==> src/adc_fmt_pkg.sv <==
/*
 * Shared constants and carrier types for the pipelined converter output
 * formatter. Assumes a single 100 MHz system clock domain.
 */
// What this block does
// - Overflow flag high when sample exceeds full scale either way, else low.
// - Output enable low drives outputs; high puts them in high impedance.
// - Mode level picks coding and stabilizer: OB/off, OB/on, 2C/on, 2C/off.
// - Scramble select high XORs bits 1..13 with bit 0; low leaves bits.
// - Gain select low gives gain 1, 2.25 V; high gives 1.5, 1.5 V.
// - Result of a sample appears on the bus seven sample clocks later.
// - Five pipelined stages; neighbouring stages use opposite clock phases.
// - Track while sample clock low; hold at its rising edge.
// - Stage results delayed to align, then merged in correction logic.
// - Output bus is 14 bits, bit 13 most significant.
// - Power-down high stops conversion and floats all digital outputs.
// - Data-valid clock toggles at sample rate; capture on its edge.
package adc_fmt_pkg;

    // -----------------------------------------------------------------
    // Sizes and counts
    // -----------------------------------------------------------------
    localparam int          WORD_W        = 14;
    localparam int          STAGE_COUNT   = 5;
    localparam int          LATENCY_CYC   = 7;
    localparam int          STAGE_BITS    = 3;
    localparam int          RAW_W         = 15;

    // -----------------------------------------------------------------
    // Reset values
    // -----------------------------------------------------------------
    localparam logic [13:0] WORD_RST      = 14'h0000;
    localparam logic [1:0]  MODE_RST      = 2'h0;

    // -----------------------------------------------------------------
    // Mode levels and derived settings
    // -----------------------------------------------------------------
    typedef enum logic [1:0] {
        MODE_OB_DCS_OFF = 2'b00,
        MODE_OB_DCS_ON  = 2'b01,
        MODE_TC_DCS_ON  = 2'b10,
        MODE_TC_DCS_OFF = 2'b11
    } out_mode_t;

    typedef struct packed {
        logic        twos_comp;
        logic        stabilizer_on;
    } mode_cfg_t;

    typedef struct packed {
        logic [13:0] word;
        logic        range_overflow_flag;
    } sample_t;

endpackage : adc_fmt_pkg

==> src/adc_output_formatter.sv <==
/*
 * Digital side of a 14-bit pipelined converter: sample clock timing,
 * five-stage result alignment, correction, coding, scrambling, overflow
 * and tristate output bus. Assumes the quantizer stage decisions arrive
 * as stage codes on the system clock, and the sample clock and static
 * control pins come from outside and are synchronised here.
 */
`timescale 1ns/1ns
module adc_output_formatter
    import adc_fmt_pkg::*;
#(
    parameter int STAGES  = adc_fmt_pkg::STAGE_COUNT,
    parameter int LATENCY = adc_fmt_pkg::LATENCY_CYC
) (
    // Clock and reset
    input  wire logic                          i_clk_sys,
    input  wire logic                          i_rst_n,
    // Sample clock, differential
    input  wire logic                          i_sample_clock_p,
    input  wire logic                          i_sample_clock_n,
    // Stage decisions, one code per stage
    input  wire logic [STAGES*3-1:0]           i_stage_code,
    // Static controls (pins)
    input  wire logic [1:0]                    i_mode_level,
    input  wire logic                          i_output_scramble_select,
    input  wire logic                          i_front_gain_select,
    input  wire logic                          i_output_enable_n,
    input  wire logic                          i_power_down_request,
    // Receiver handshake
    input  wire logic                          i_rx_ready,
    // Front-end and timing status
    output logic                               o_track,
    output logic [1:0]                         o_stage_phase_odd,
    output logic                               o_stabilizer_on,
    output logic                               o_gain_high,
    output logic                               o_convert_en,
    // Output bus, two signals per pin
    output logic [13:0]                        o_sample_word_out,
    output logic [13:0]                        o_sample_word_out_oe,
    output logic                               o_range_overflow_flag,
    output logic                               o_range_overflow_flag_oe,
    output logic                               o_data_valid_clock_out_p,
    output logic                               o_data_valid_clock_out_n,
    output logic                               o_data_valid_clock_out_oe,
    output logic                               o_word_valid,
    output logic                               o_fill_ready
);
    import adc_fmt_pkg::*;

    // -----------------------------------------------------------------
    // Pin synchronisers
    // -----------------------------------------------------------------
    logic [6:0] meta_q;
    logic [6:0] sync_q;
    logic       enc_q;
    logic       enc_rise;
    logic       enc_fall;

    always_ff @(posedge i_clk_sys) begin
        if (!i_rst_n) begin
            meta_q <= 7'h00;
            sync_q <= 7'h00;
        end else begin
            // Both clock legs synced apart; no gate ahead of the flops
            meta_q <= {i_sample_clock_p, i_sample_clock_n,
                       i_mode_level, i_output_scramble_select,
                       i_front_gain_select, i_power_down_request};
            sync_q <= meta_q;
        end
    end

    logic      enc_lvl;
    logic      scramble_en;
    logic      gain_high;
    logic      pwr_down;
    out_mode_t mode;

    // A skewed pair may show both legs equal for a cycle; reads as low
    assign enc_lvl     = sync_q[6] && !sync_q[5];
    assign mode        = out_mode_t'(sync_q[4:3]);
    assign scramble_en = sync_q[2];
    assign gain_high   = sync_q[1];
    assign pwr_down    = sync_q[0];

    always_ff @(posedge i_clk_sys) begin
        if (!i_rst_n) begin
            enc_q <= 1'b0;
        end else begin
            enc_q <= enc_lvl;
        end
    end

    assign enc_rise = enc_lvl && !enc_q;
    assign enc_fall = !enc_lvl && enc_q;

    // -----------------------------------------------------------------
    // Mode decode
    // -----------------------------------------------------------------
    function automatic mode_cfg_t decode_mode(input out_mode_t m);
        mode_cfg_t c;
        c = '0;
        case (m)
            MODE_OB_DCS_OFF: c = '{twos_comp: 1'b0, stabilizer_on: 1'b0};
            MODE_OB_DCS_ON:  c = '{twos_comp: 1'b0, stabilizer_on: 1'b1};
            MODE_TC_DCS_ON:  c = '{twos_comp: 1'b1, stabilizer_on: 1'b1};
            default:         c = '{twos_comp: 1'b1, stabilizer_on: 1'b0};
        endcase
        return c;
    endfunction : decode_mode

    mode_cfg_t cfg;
    assign cfg = decode_mode(mode);

    // -----------------------------------------------------------------
    // Front-end status
    // -----------------------------------------------------------------
    assign o_stabilizer_on = cfg.stabilizer_on;
    assign o_gain_high     = gain_high;
    assign o_convert_en    = !pwr_down;
    assign o_track         = !enc_lvl && !pwr_down;

    // -----------------------------------------------------------------
    // Stage phase: odd stages outputting while even acquire
    // -----------------------------------------------------------------
    always_ff @(posedge i_clk_sys) begin
        if (!i_rst_n) begin
            o_stage_phase_odd <= 2'b01;
        end else if (enc_rise || enc_fall) begin
            o_stage_phase_odd <= ~o_stage_phase_odd;
        end
    end

    // -----------------------------------------------------------------
    // Stage alignment: stage k result delayed by STAGES-1-k samples
    // -----------------------------------------------------------------
    // Only sample-clock rising edges advance the chain, so latency is
    // counted in samples, not system clocks.
    logic [2:0] align_q [STAGES][STAGES];

    always_ff @(posedge i_clk_sys) begin
        if (!i_rst_n) begin
            for (int s = 0; s < STAGES; s++) begin
                for (int d = 0; d < STAGES; d++) begin
                    align_q[s][d] <= 3'h0;
                end
            end
        end else if (enc_rise && !pwr_down) begin
            for (int s = 0; s < STAGES; s++) begin
                align_q[s][0] <= i_stage_code[s*3 +: 3];
                for (int d = 1; d < STAGES; d++) begin
                    align_q[s][d] <= align_q[s][d-1];
                end
            end
        end
    end

    // -----------------------------------------------------------------
    // Correction: overlapping 3-bit stage codes summed with 2-bit weight
    // -----------------------------------------------------------------
    function automatic logic [RAW_W-1:0] correct(
        input logic [STAGES*3-1:0] codes
    );
        logic [RAW_W-1:0] acc;
        acc = '0;
        for (int s = 0; s < STAGES; s++) begin
            acc = RAW_W'((acc << 2) + RAW_W'(codes[s*3 +: 3]));
        end
        acc = RAW_W'(acc << 4);
        return acc;
    endfunction : correct

    logic [STAGES*3-1:0] aligned;
    always_comb begin
        aligned = '0;
        for (int s = 0; s < STAGES; s++) begin
            // Stage s is STAGES-1-s samples ahead of the last stage
            aligned[s*3 +: 3] = align_q[s][STAGES-1-s];
        end
    end

    logic [RAW_W-1:0] raw;
    logic [13:0]      clipped;
    logic             ovf;
    assign raw = correct(aligned);
    assign ovf = raw[RAW_W-1];
    // Saturate out-of-range codes to the rail on the side they left by;
    // once bit 14 is set, raw bit 13 tells above from below
    always_comb begin
        clipped = raw[13:0];
        if (ovf) begin
            clipped = {14{raw[RAW_W-2]}};
        end
    end

    // -----------------------------------------------------------------
    // Coding and scrambling
    // -----------------------------------------------------------------
    logic [13:0] coded;
    logic [13:0] scrambled;
    always_comb begin
        coded = clipped;
        if (cfg.twos_comp) begin
            coded[13] = ~clipped[13];
        end
        scrambled = coded;
        if (scramble_en) begin
            // Receiver inverts by the same XOR with bit 0
            scrambled[13:1] = coded[13:1] ^ {13{coded[0]}};
        end
    end

    // -----------------------------------------------------------------
    // Latency pipeline, flag carried with the word
    // -----------------------------------------------------------------
    // Alignment chain plus correction account for STAGES-1 samples.
    localparam int TAIL = LATENCY - (STAGES - 1);
    sample_t tail_q [TAIL];

    always_ff @(posedge i_clk_sys) begin
        if (!i_rst_n) begin
            for (int t = 0; t < TAIL; t++) begin
                tail_q[t] <= '{word: WORD_RST, range_overflow_flag: 1'b0};
            end
        end else if (enc_rise && !pwr_down) begin
            tail_q[0] <= '{word: scrambled, range_overflow_flag: ovf};
            for (int t = 1; t < TAIL; t++) begin
                tail_q[t] <= tail_q[t-1];
            end
        end
    end

    // -----------------------------------------------------------------
    // Two-entry buffer toward the receiver
    // -----------------------------------------------------------------
    logic    buf_valid;
    sample_t buf_data;
    logic    fill_pulse;
    logic    fill_q;

    // Fill one cycle after the rise, once tail_q holds the new word;
    // a full buffer refuses the fill and that word is dropped
    always_ff @(posedge i_clk_sys) begin
        if (!i_rst_n) begin
            fill_q <= 1'b0;
        end else begin
            fill_q <= enc_rise && !pwr_down;
        end
    end
    assign fill_pulse = fill_q;

    sample_skid_buf #(
        .W (RAW_W)
    ) u_buf (
        .i_clk_sys   (i_clk_sys),
        .i_rst_n     (i_rst_n),
        .i_in_valid  (fill_pulse),
        .o_in_ready  (o_fill_ready),
        .i_in_data   (tail_q[TAIL-1]),
        .o_out_valid (buf_valid),
        .i_out_ready (i_rx_ready),
        .o_out_data  (buf_data)
    );

    // -----------------------------------------------------------------
    // Output registers and data-valid clock
    // -----------------------------------------------------------------
    sample_t out_q;
    logic    dv_q;
    logic    oe_q;

    always_ff @(posedge i_clk_sys) begin
        if (!i_rst_n) begin
            out_q <= '{word: WORD_RST, range_overflow_flag: 1'b0};
            dv_q  <= 1'b0;
        end else begin
            if (buf_valid && i_rx_ready) begin
                out_q <= buf_data;
                dv_q  <= ~dv_q;
            end
        end
    end

    // Enable pin reads as disabled in reset, so pins float until it is
    // seen low; power-down gates the same flop
    logic oe_pin_meta_q;
    logic oe_pin_q;
    always_ff @(posedge i_clk_sys) begin
        if (!i_rst_n) begin
            oe_pin_meta_q <= 1'b1;
            oe_pin_q      <= 1'b1;
            oe_q          <= 1'b0;
        end else begin
            oe_pin_meta_q <= i_output_enable_n;
            oe_pin_q      <= oe_pin_meta_q;
            oe_q          <= !oe_pin_q && !pwr_down;
        end
    end

    assign o_word_valid              = buf_valid;
    assign o_sample_word_out         = out_q.word;
    assign o_range_overflow_flag     = out_q.range_overflow_flag;
    assign o_sample_word_out_oe      = {14{oe_q}};
    assign o_range_overflow_flag_oe  = oe_q;
    assign o_data_valid_clock_out_p  = ~dv_q;
    assign o_data_valid_clock_out_n  = dv_q;
    assign o_data_valid_clock_out_oe = oe_q;
endmodule : adc_output_formatter

==> src/sample_skid_buf.sv <==
/*
 * Two-entry buffer with valid/ready on both sides.
 * Assumes both sides on the system clock.
 */
`timescale 1ns/1ns
module sample_skid_buf #(
    parameter int W = 15
) (
    // Clock and reset
    input  wire logic         i_clk_sys,
    input  wire logic         i_rst_n,
    // Fill side
    input  wire logic         i_in_valid,
    output logic              o_in_ready,
    input  wire logic [W-1:0] i_in_data,
    // Drain side
    output logic              o_out_valid,
    input  wire logic         i_out_ready,
    output logic [W-1:0]      o_out_data
);
    logic [W-1:0] mem_q [2];
    logic         rd_q;
    logic         wr_q;
    logic [1:0]   cnt_q;
    logic         push;
    logic         pop;

    assign o_in_ready  = (cnt_q != 2'd2);
    assign o_out_valid = (cnt_q != 2'd0);
    assign o_out_data  = mem_q[rd_q];
    assign push        = i_in_valid && o_in_ready;
    assign pop         = o_out_valid && i_out_ready;

    always_ff @(posedge i_clk_sys) begin
        if (push) begin
            mem_q[wr_q] <= i_in_data;
        end
    end

    always_ff @(posedge i_clk_sys) begin
        if (!i_rst_n) begin
            rd_q  <= 1'b0;
            wr_q  <= 1'b0;
            cnt_q <= 2'd0;
        end else begin
            if (push) begin
                wr_q <= ~wr_q;
            end
            if (pop) begin
                rd_q <= ~rd_q;
            end
            cnt_q <= cnt_q + {1'b0, push} - {1'b0, pop};
        end
    end
endmodule : sample_skid_buf

==> config.mk <==
export PLATFORM = sky130hd
export DESIGN_NAME = adc_output_formatter
export DESIGN_NICKNAME = d
export VERILOG_FILES = /design/src/adc_fmt_pkg.sv /design/src/adc_output_formatter.sv /design/src/sample_skid_buf.sv
export SDC_FILE = /design/constraint.sdc
export NUM_CORES = 1
export LEC_CHECK = 0
export BUFFER_PORTS_ARGS = -buffer_cell sky130_fd_sc_hd__buf_2
export CAP_MARGIN = 20
export CORE_MARGIN = 1
export CORE_UTILIZATION = 42
export CTS_BUF_LIST = sky130_fd_sc_hd__clkbuf_4 sky130_fd_sc_hd__clkbuf_8
export DETAILED_ROUTE_END_ITERATION = 16
export SLEW_MARGIN = 10
export SYNTH_ARGS = -nofsm -noshare
export SYNTH_HDL_FRONTEND = slang
export SYNTH_SLANG_ARGS = --single-unit
==> constraint.sdc <==
create_clock -name i_clk_sys -period 16.9 [get_ports i_clk_sys]
set_clock_uncertainty 0.05 [all_clocks]
set_input_delay 3.38 -clock i_clk_sys [delete_from_list [all_inputs] [get_ports i_clk_sys]]
set_output_delay 3.38 -clock i_clk_sys [all_outputs]
set_load 0.01 [all_outputs]
==> results of run 1 <==
worst paths after layout:
kind                   from                        end  slack, ps  cells past startpoint
max reg2reg  align_q[0][18]              tail_q[0][10]      14060                      8
min reg2reg        oe_pin_q  o_data_valid_clock_out_oe        340                      1
max                 i_rst_n              tail_q[0][14]      11590                      6
min                oe_pin_q  o_data_valid_clock_out_oe        340                      1
registers in the layout (all words and copies together) (netlist names):
| name | cells |
|---|---|
| meta_q | 7 |
| o_data_valid_clock_out_oe | 1 |
| oe_pin_q | 1 |
| fill_pulse | 1 |
| oe_pin_meta_q | 1 |
| o_sample_word_out | 12 |
| sync_q | 7 |
| align_q | 45 |
| o_data_valid_clock_out_n | 1 |
| o_stage_phase_odd | 2 |
| o_range_overflow_flag | 1 |
| u_buf.mem_q | 26 |
| u_buf.rd_q | 1 |
| u_buf.wr_q | 1 |
| enc_q | 1 |
| tail_q | 39 |
| u_buf.cnt_q | 2 |
power breakdown:
part,switching [mW],internal [mW],total [mW]
sequential,0.0188,0.423,0.442
clock,0.127,0.176,0.303
combinational,0.0562,0.0523,0.109
total,0.202,0.652,0.854
Yosys cell counts, types with 8 or more instances:
cell type    n  area [um2]
and2_1      93       581.8
buf_4       17       127.6
clkbuf_1    18       67.56
dfxtp_1     39       780.8
edfxtp_1   110        3303
ha_1        13       162.7
inv_1       17       63.81
mux2i_1     14       140.1
nand2_1     23       86.33
o211a_1     13       130.1
o22ai_1      9       56.30
xnor2_1     13       113.9
xor2_1       8       70.07
cells by family after synthesis:
logic type,count (synthesis)
flops,149
fa+ha+maj,13
buf+inv,55
mux,14
xor+xnor,21
simple gates,141
compound gates,36
through the flow:
stage	hold slack (ps)	util	instances
after global placement	325.2	0.4559	639
after detailed placement	330.7	0.4559	639
after floorplan	322.1	-	429
final	342.6	0.4887	672
after CTS	344.0	0.4882	671
after global routing	380.0	0.4887	672
routing by layer:
metal	wire length, um	part of all wire	track usage	vias up
met5	0	0	0	-
met1	3605	0.46	0.1436	1438
met2	3736	0.48	0.1893	57
met3	295	0.038	0.04511	14
met4	171	0.022	0.06944	0
li1	-	-	-	1580
worst max-delay path, delay by kind of cell:
kind            cells  cell delay (ps)
simple gates        1              300
compound gates      1              130
buf+inv             3             1580
mux                 1              150
area by class of cell:
type                       count  area, um2
sequential                   149       4084
multi-input combinational    225       1610
tap                          180      225.2
timing repair buffer          69      352.8
inverter                      17      63.81
clock inverter                14      206.4
fill                        1232       7097
clock buffer                  18      241.5
==> metrics, run 1 <==
number of synthesized register bits 149; final routed DRC violation total 0; Peak supply drop 0.05734 mV; vias in the first global route 2914; final number of hold-violating endpoints 0; total number of placement rows 43; I/O pin cnt 67; CTS tree built; type of destination of the critical path flop; count of final setup violators 0; shortest clock period the worst path allows after layout 5312 ps; Post-Synthesis Net Count 468; count of max-cap constraint violations 0; Post-Synthesis Cell Area 0.005961 mm2; number of levels in the clock H-tree 4; Post-Place Worst Slack 11000 ps; number of routed nets with antenna violations 0; die area 0.01467 mm2; arrival time at the worst endpoint 5550 ps; vias after detailed routing 3089; CP Data Required Time 17130 ps; instance count of the mapped netlist 429; synth-to-layout area growth 13.81%; transition at the pin with the smallest max-transition slack 1019 ps; final worst-path setup slack 11590 ps; share of final-layout standard cells stronger than drive strength 1 0.2154; sequence of cells on the critical path buf_2 > nand3_1 > inv_1 > buf_4 > o21ai_0 > mux2i_1; net count reported at finish 518; Worst Hold Class flop to flop; initial antenna violation count 0; number of gates resized after CTS 0; die span in y 121.1 um; cell area after layout 0.006784 mm2; latest clock arrival within the worst-skew pair 430 ps; final RePlAce weighted congestion 0.8071; adder and majority gate portion of the synthesized area 0.02729; maximum number of pins on one net before global-route repair 85; root buffer selected by CTS clkbuf_8; number of clock sinks seen by CTS 149; stage delay of the slowest cell on the critical path 670 ps; cts-stage hold buffer count 0; starting density of the core 0.4294; category of the worst setup path launch point input port; flip-flop cell with the highest count after synthesis edfxtp_1; horizontal die dimension 121.1 um; placeable core area 0.01388 mm2; largest buffer count on any clock path 2; CTS Buf Count 17; Mapped Avg Cell Area 13.89 um2; critical path fanouts, max 40; first-pass iteration count of the detailed router 4; Power Density 125.9 mW/mm2; ratio of routed vias to standard cells 4.597; unrepaired setup endpoints after global routing no; count of flip-flops with a built-in enable after synthesis 110; Ant. Diodes 0; leading cell types in the layout, fill and taps excluded edfxtp_1 (110), and2_1 (93), buf_2 (66); Tcrit/Tclk final 0.3143; register area share after synthesis 0.6851; most common cell after layout, fill and taps aside edfxtp_1; Unique masters post-synth 39; number of DRC markers after the initial detailed-route iteration 153; Port Buffer Count 66; main combinational cell family by area after synthesis simple AND/OR/NAND/NOR gates; aggregate negative setup slack 0 ps; detailed placer's ending HPWL 4891 um; detail-routed net length per standard cell 11.62 um; Max Freq 188.2 MHz; XOR/XNOR Fraction of Synth Area 0.03086; overall routed net length 7808 um; static leakage 2.860 nW; fraction of the mapped netlist area in compound gates 0.04870; Yosys warning count 0; status completed; Post-Synth Simple-Gate Area 0.1379; max_slew headroom 0.3206; grt ovf 0; clock-pin slew of the registers on the worst-case setup and hold paths 80 ps; Total Power Consumption 0.8543 mW; share of synthesized area spent on multiplexers 0.02351; wire length of the first global-routing pass 13460 um; Setup Buffers After CTS 0; start-to-end type of the worst setup path input port to flop; Critical Path Slowest Stage Cell inv_1; All-Layer GR Usage 0.1213; Final Max Slew Viols 0; Placement Cell Area 0.006329 mm2; Async SR Flop Fraction 0
Power figures use the tool's default switching activity.
==> run 2: changes to the inputs <==
==> constraint.sdc (replaced) <==
create_clock -name i_clk_sys -period 4.95 [get_ports i_clk_sys]
set_clock_uncertainty 0.05 [all_clocks]
set_input_delay 0.99 -clock i_clk_sys [delete_from_list [all_inputs] [get_ports i_clk_sys]]
set_output_delay 0.99 -clock i_clk_sys [all_outputs]
set_load 0.01 [all_outputs]
==> run 2 against run 1 <==
Net effect:
- count of clock-buffer cells in the layout grew 2
- register-to-register slack lost 12000 ps
- clock power grew to 3.2 times the previous value
- flip-flop and latch count stayed put
- worst hold slack worse by 3.4 ps
- first-iteration DRC count decreased by 29%
- final area rose by 0.39%
- sequential power rose to 3.4 times the previous value
- worst setup slack worse by 9600 ps
- utilization grew 0.19 points
- die area unchanged
- highest routed layer unchanged
==> metrics, run 2 (synthesis gave the netlist of run 1 again) <==
arrival time at the worst endpoint 3170 ps (-2380 ps); number of gates resized after CTS 0 (unchanged); synth-to-layout area growth 14.25%; final routed DRC violation total 0 (unchanged); wire length of the first global-routing pass 13410 um (-0.36%); max_slew headroom 0.3443 (+0.02370); count of final setup violators 0 (unchanged); Met1 Wirelength 3236 um (-10%); category of the worst setup path launch point flop; die area 0.01467 mm2 (unchanged); Regs by FF count align_q: 45 flops, tail_q: 39 flops, u_buf.mem_q: 26 flops; vias in the first global route 3069 (+5.3%); number of routed nets with antenna violations 0 (unchanged); vias after detailed routing 3094 (+0.16%); final RePlAce weighted congestion 0.7920 (-1.9%); highest signal layer in the routed design met4; CP Data Required Time 5170 ps (-11960 ps); Post-Place Worst Slack 1319 ps (-9682 ps); unrepaired setup endpoints after global routing no; grt ovf 0 (unchanged); first-pass iteration count of the detailed router 4 (unchanged); most flop-heavy register align_q; starting density of the core 0.4294 (unchanged); net count reported at finish 521 (+0.58%); Max Freq 339.7 MHz; final worst-path setup slack 2006 ps (-9582 ps); aggregate negative setup slack 0 ps (unchanged); Peak supply drop 0.2321 mV (+300%); detailed placer's ending HPWL 5183 um (+6.0%); most common cell after layout, fill and taps aside edfxtp_1; latest clock arrival within the worst-skew pair 430 ps (about the same); cts-stage hold buffer count 0 (unchanged); static leakage 2.880 nW (+0.73%); critical path fanouts, max 8 (-80%); ratio of routed vias to standard cells 4.584 (-0.28%); footprint of the multi-input gates 0.001610 mm2 (unchanged); root buffer selected by CTS clkbuf_8; total number of placement rows 43 (unchanged); transition at the pin with the smallest max-transition slack 983.6 ps (-35.55 ps); number of clock sinks seen by CTS 149 (unchanged); status completed; placeable core area 0.01388 mm2 (unchanged); Power Density 420.4 mW/mm2 (+230%); shortest clock period the worst path allows after layout 2944 ps; I/O pin cnt 67 (unchanged); final number of hold-violating endpoints 0 (unchanged); largest buffer count on any clock path 2 (unchanged); flip-flop count of the largest register, all copies and words added 45 (unchanged); Ant. Diodes 0 (unchanged); Port Buffer Count 66 (unchanged); initial antenna violation count 0 (unchanged); count of max-cap constraint violations 0 (unchanged); Final Max Slew Viols 0 (unchanged); amount of wire on met2 after detailed routing 3944 um (+5.6%); horizontal die dimension 121.1 um (unchanged); die span in y 121.1 um (unchanged); CTS tree built; number of DRC markers after the initial detailed-route iteration 109 (-29%); maximum number of pins on one net before global-route repair 48 (-44%); Worst Hold Class flop to flop; leading cell types in the layout, fill and taps excluded edfxtp_1 (110), and2_1 (93), buf_2 (66); share of final-layout standard cells stronger than drive strength 1 0.2162 (+0.0007145); storage element area 0.004084 mm2 (unchanged); CTS Buf Count 17 (unchanged); number of levels in the clock H-tree 4 (unchanged); Setup Buffers After CTS 0 (unchanged); clock-pin slew of the registers on the worst-case setup and hold paths 80 ps (about the same); type of destination of the critical path flop; fill count 1210 (-1.8%); overall routed net length 7748 um (-0.77%); All-Layer GR Usage 0.1213 (about the same); detail-routed net length per standard cell 11.48 um (-1.2%); routed wl met3 397 um (+35%); start-to-end type of the worst setup path flop to flop; Tcrit/Tclk final 0.5948
-- run 2: worst max-delay path: stages (launching register included) --
cell and delay (ps):
edfxtp_1 390, ha_1 230, ha_1 380, and3b_1 210
o2111ai_1 270, nand2_1 120, a311oi_1 590, o21ai_1 330
o22ai_1 210
-- run 2: power by group --
part | internal [mW] | switching, mW
registers | 1.45 | 0.0640
clock network | 0.566 | 0.414
logic | 0.182 | 0.191
total | 2.19 | 0.669
-- run 2: through the flow --
step           utilization  cell area, um2  hold slack [ps]  cells  total power, mW
3_3_place_gp        0.4565            6336            326.3    640            1.901
4_1_cts             0.4890            6788            340.1    673            2.907
5_1_grt             0.4906            6810            348.0    675            3.016
2_1_floorplan            -            5964            322.1    429            1.807
6_report            0.4906            6810            339.2    675            2.863
3_5_place_dp        0.4584            6364            332.4    641            1.919
-- run 2: cell type report --
type	count	area share
clock buffer	20	0.03858
clock inverter	12	0.02370
sequential	149	0.5997
multi-input combinational	225	0.2364
tap	180	0.03307
inverter	17	0.009370
timing repair buffer	72	0.05916
-- run 2: path summary, 6_finish.rpt --
path	cells past startpoint	endpoint	start	slack, ps
setup / recovery	8	tail_q[0][11]	align_q[0][18]	2010
hold / removal	1	o_data_valid_clock_out_oe	oe_pin_q	340
setup reg to reg	8	tail_q[0][11]	align_q[0][18]	2010
hold reg to reg	1	o_data_valid_clock_out_oe	oe_pin_q	340
-- run 2: metal layers --
layer | vias up | GRT usage
met5 | - | 0
met3 | 14 | 0.05263
met4 | 0 | 0.06250
li1 | 1577 | -
met1 | 1444 | 0.1241
met2 | 59 | 0.2093
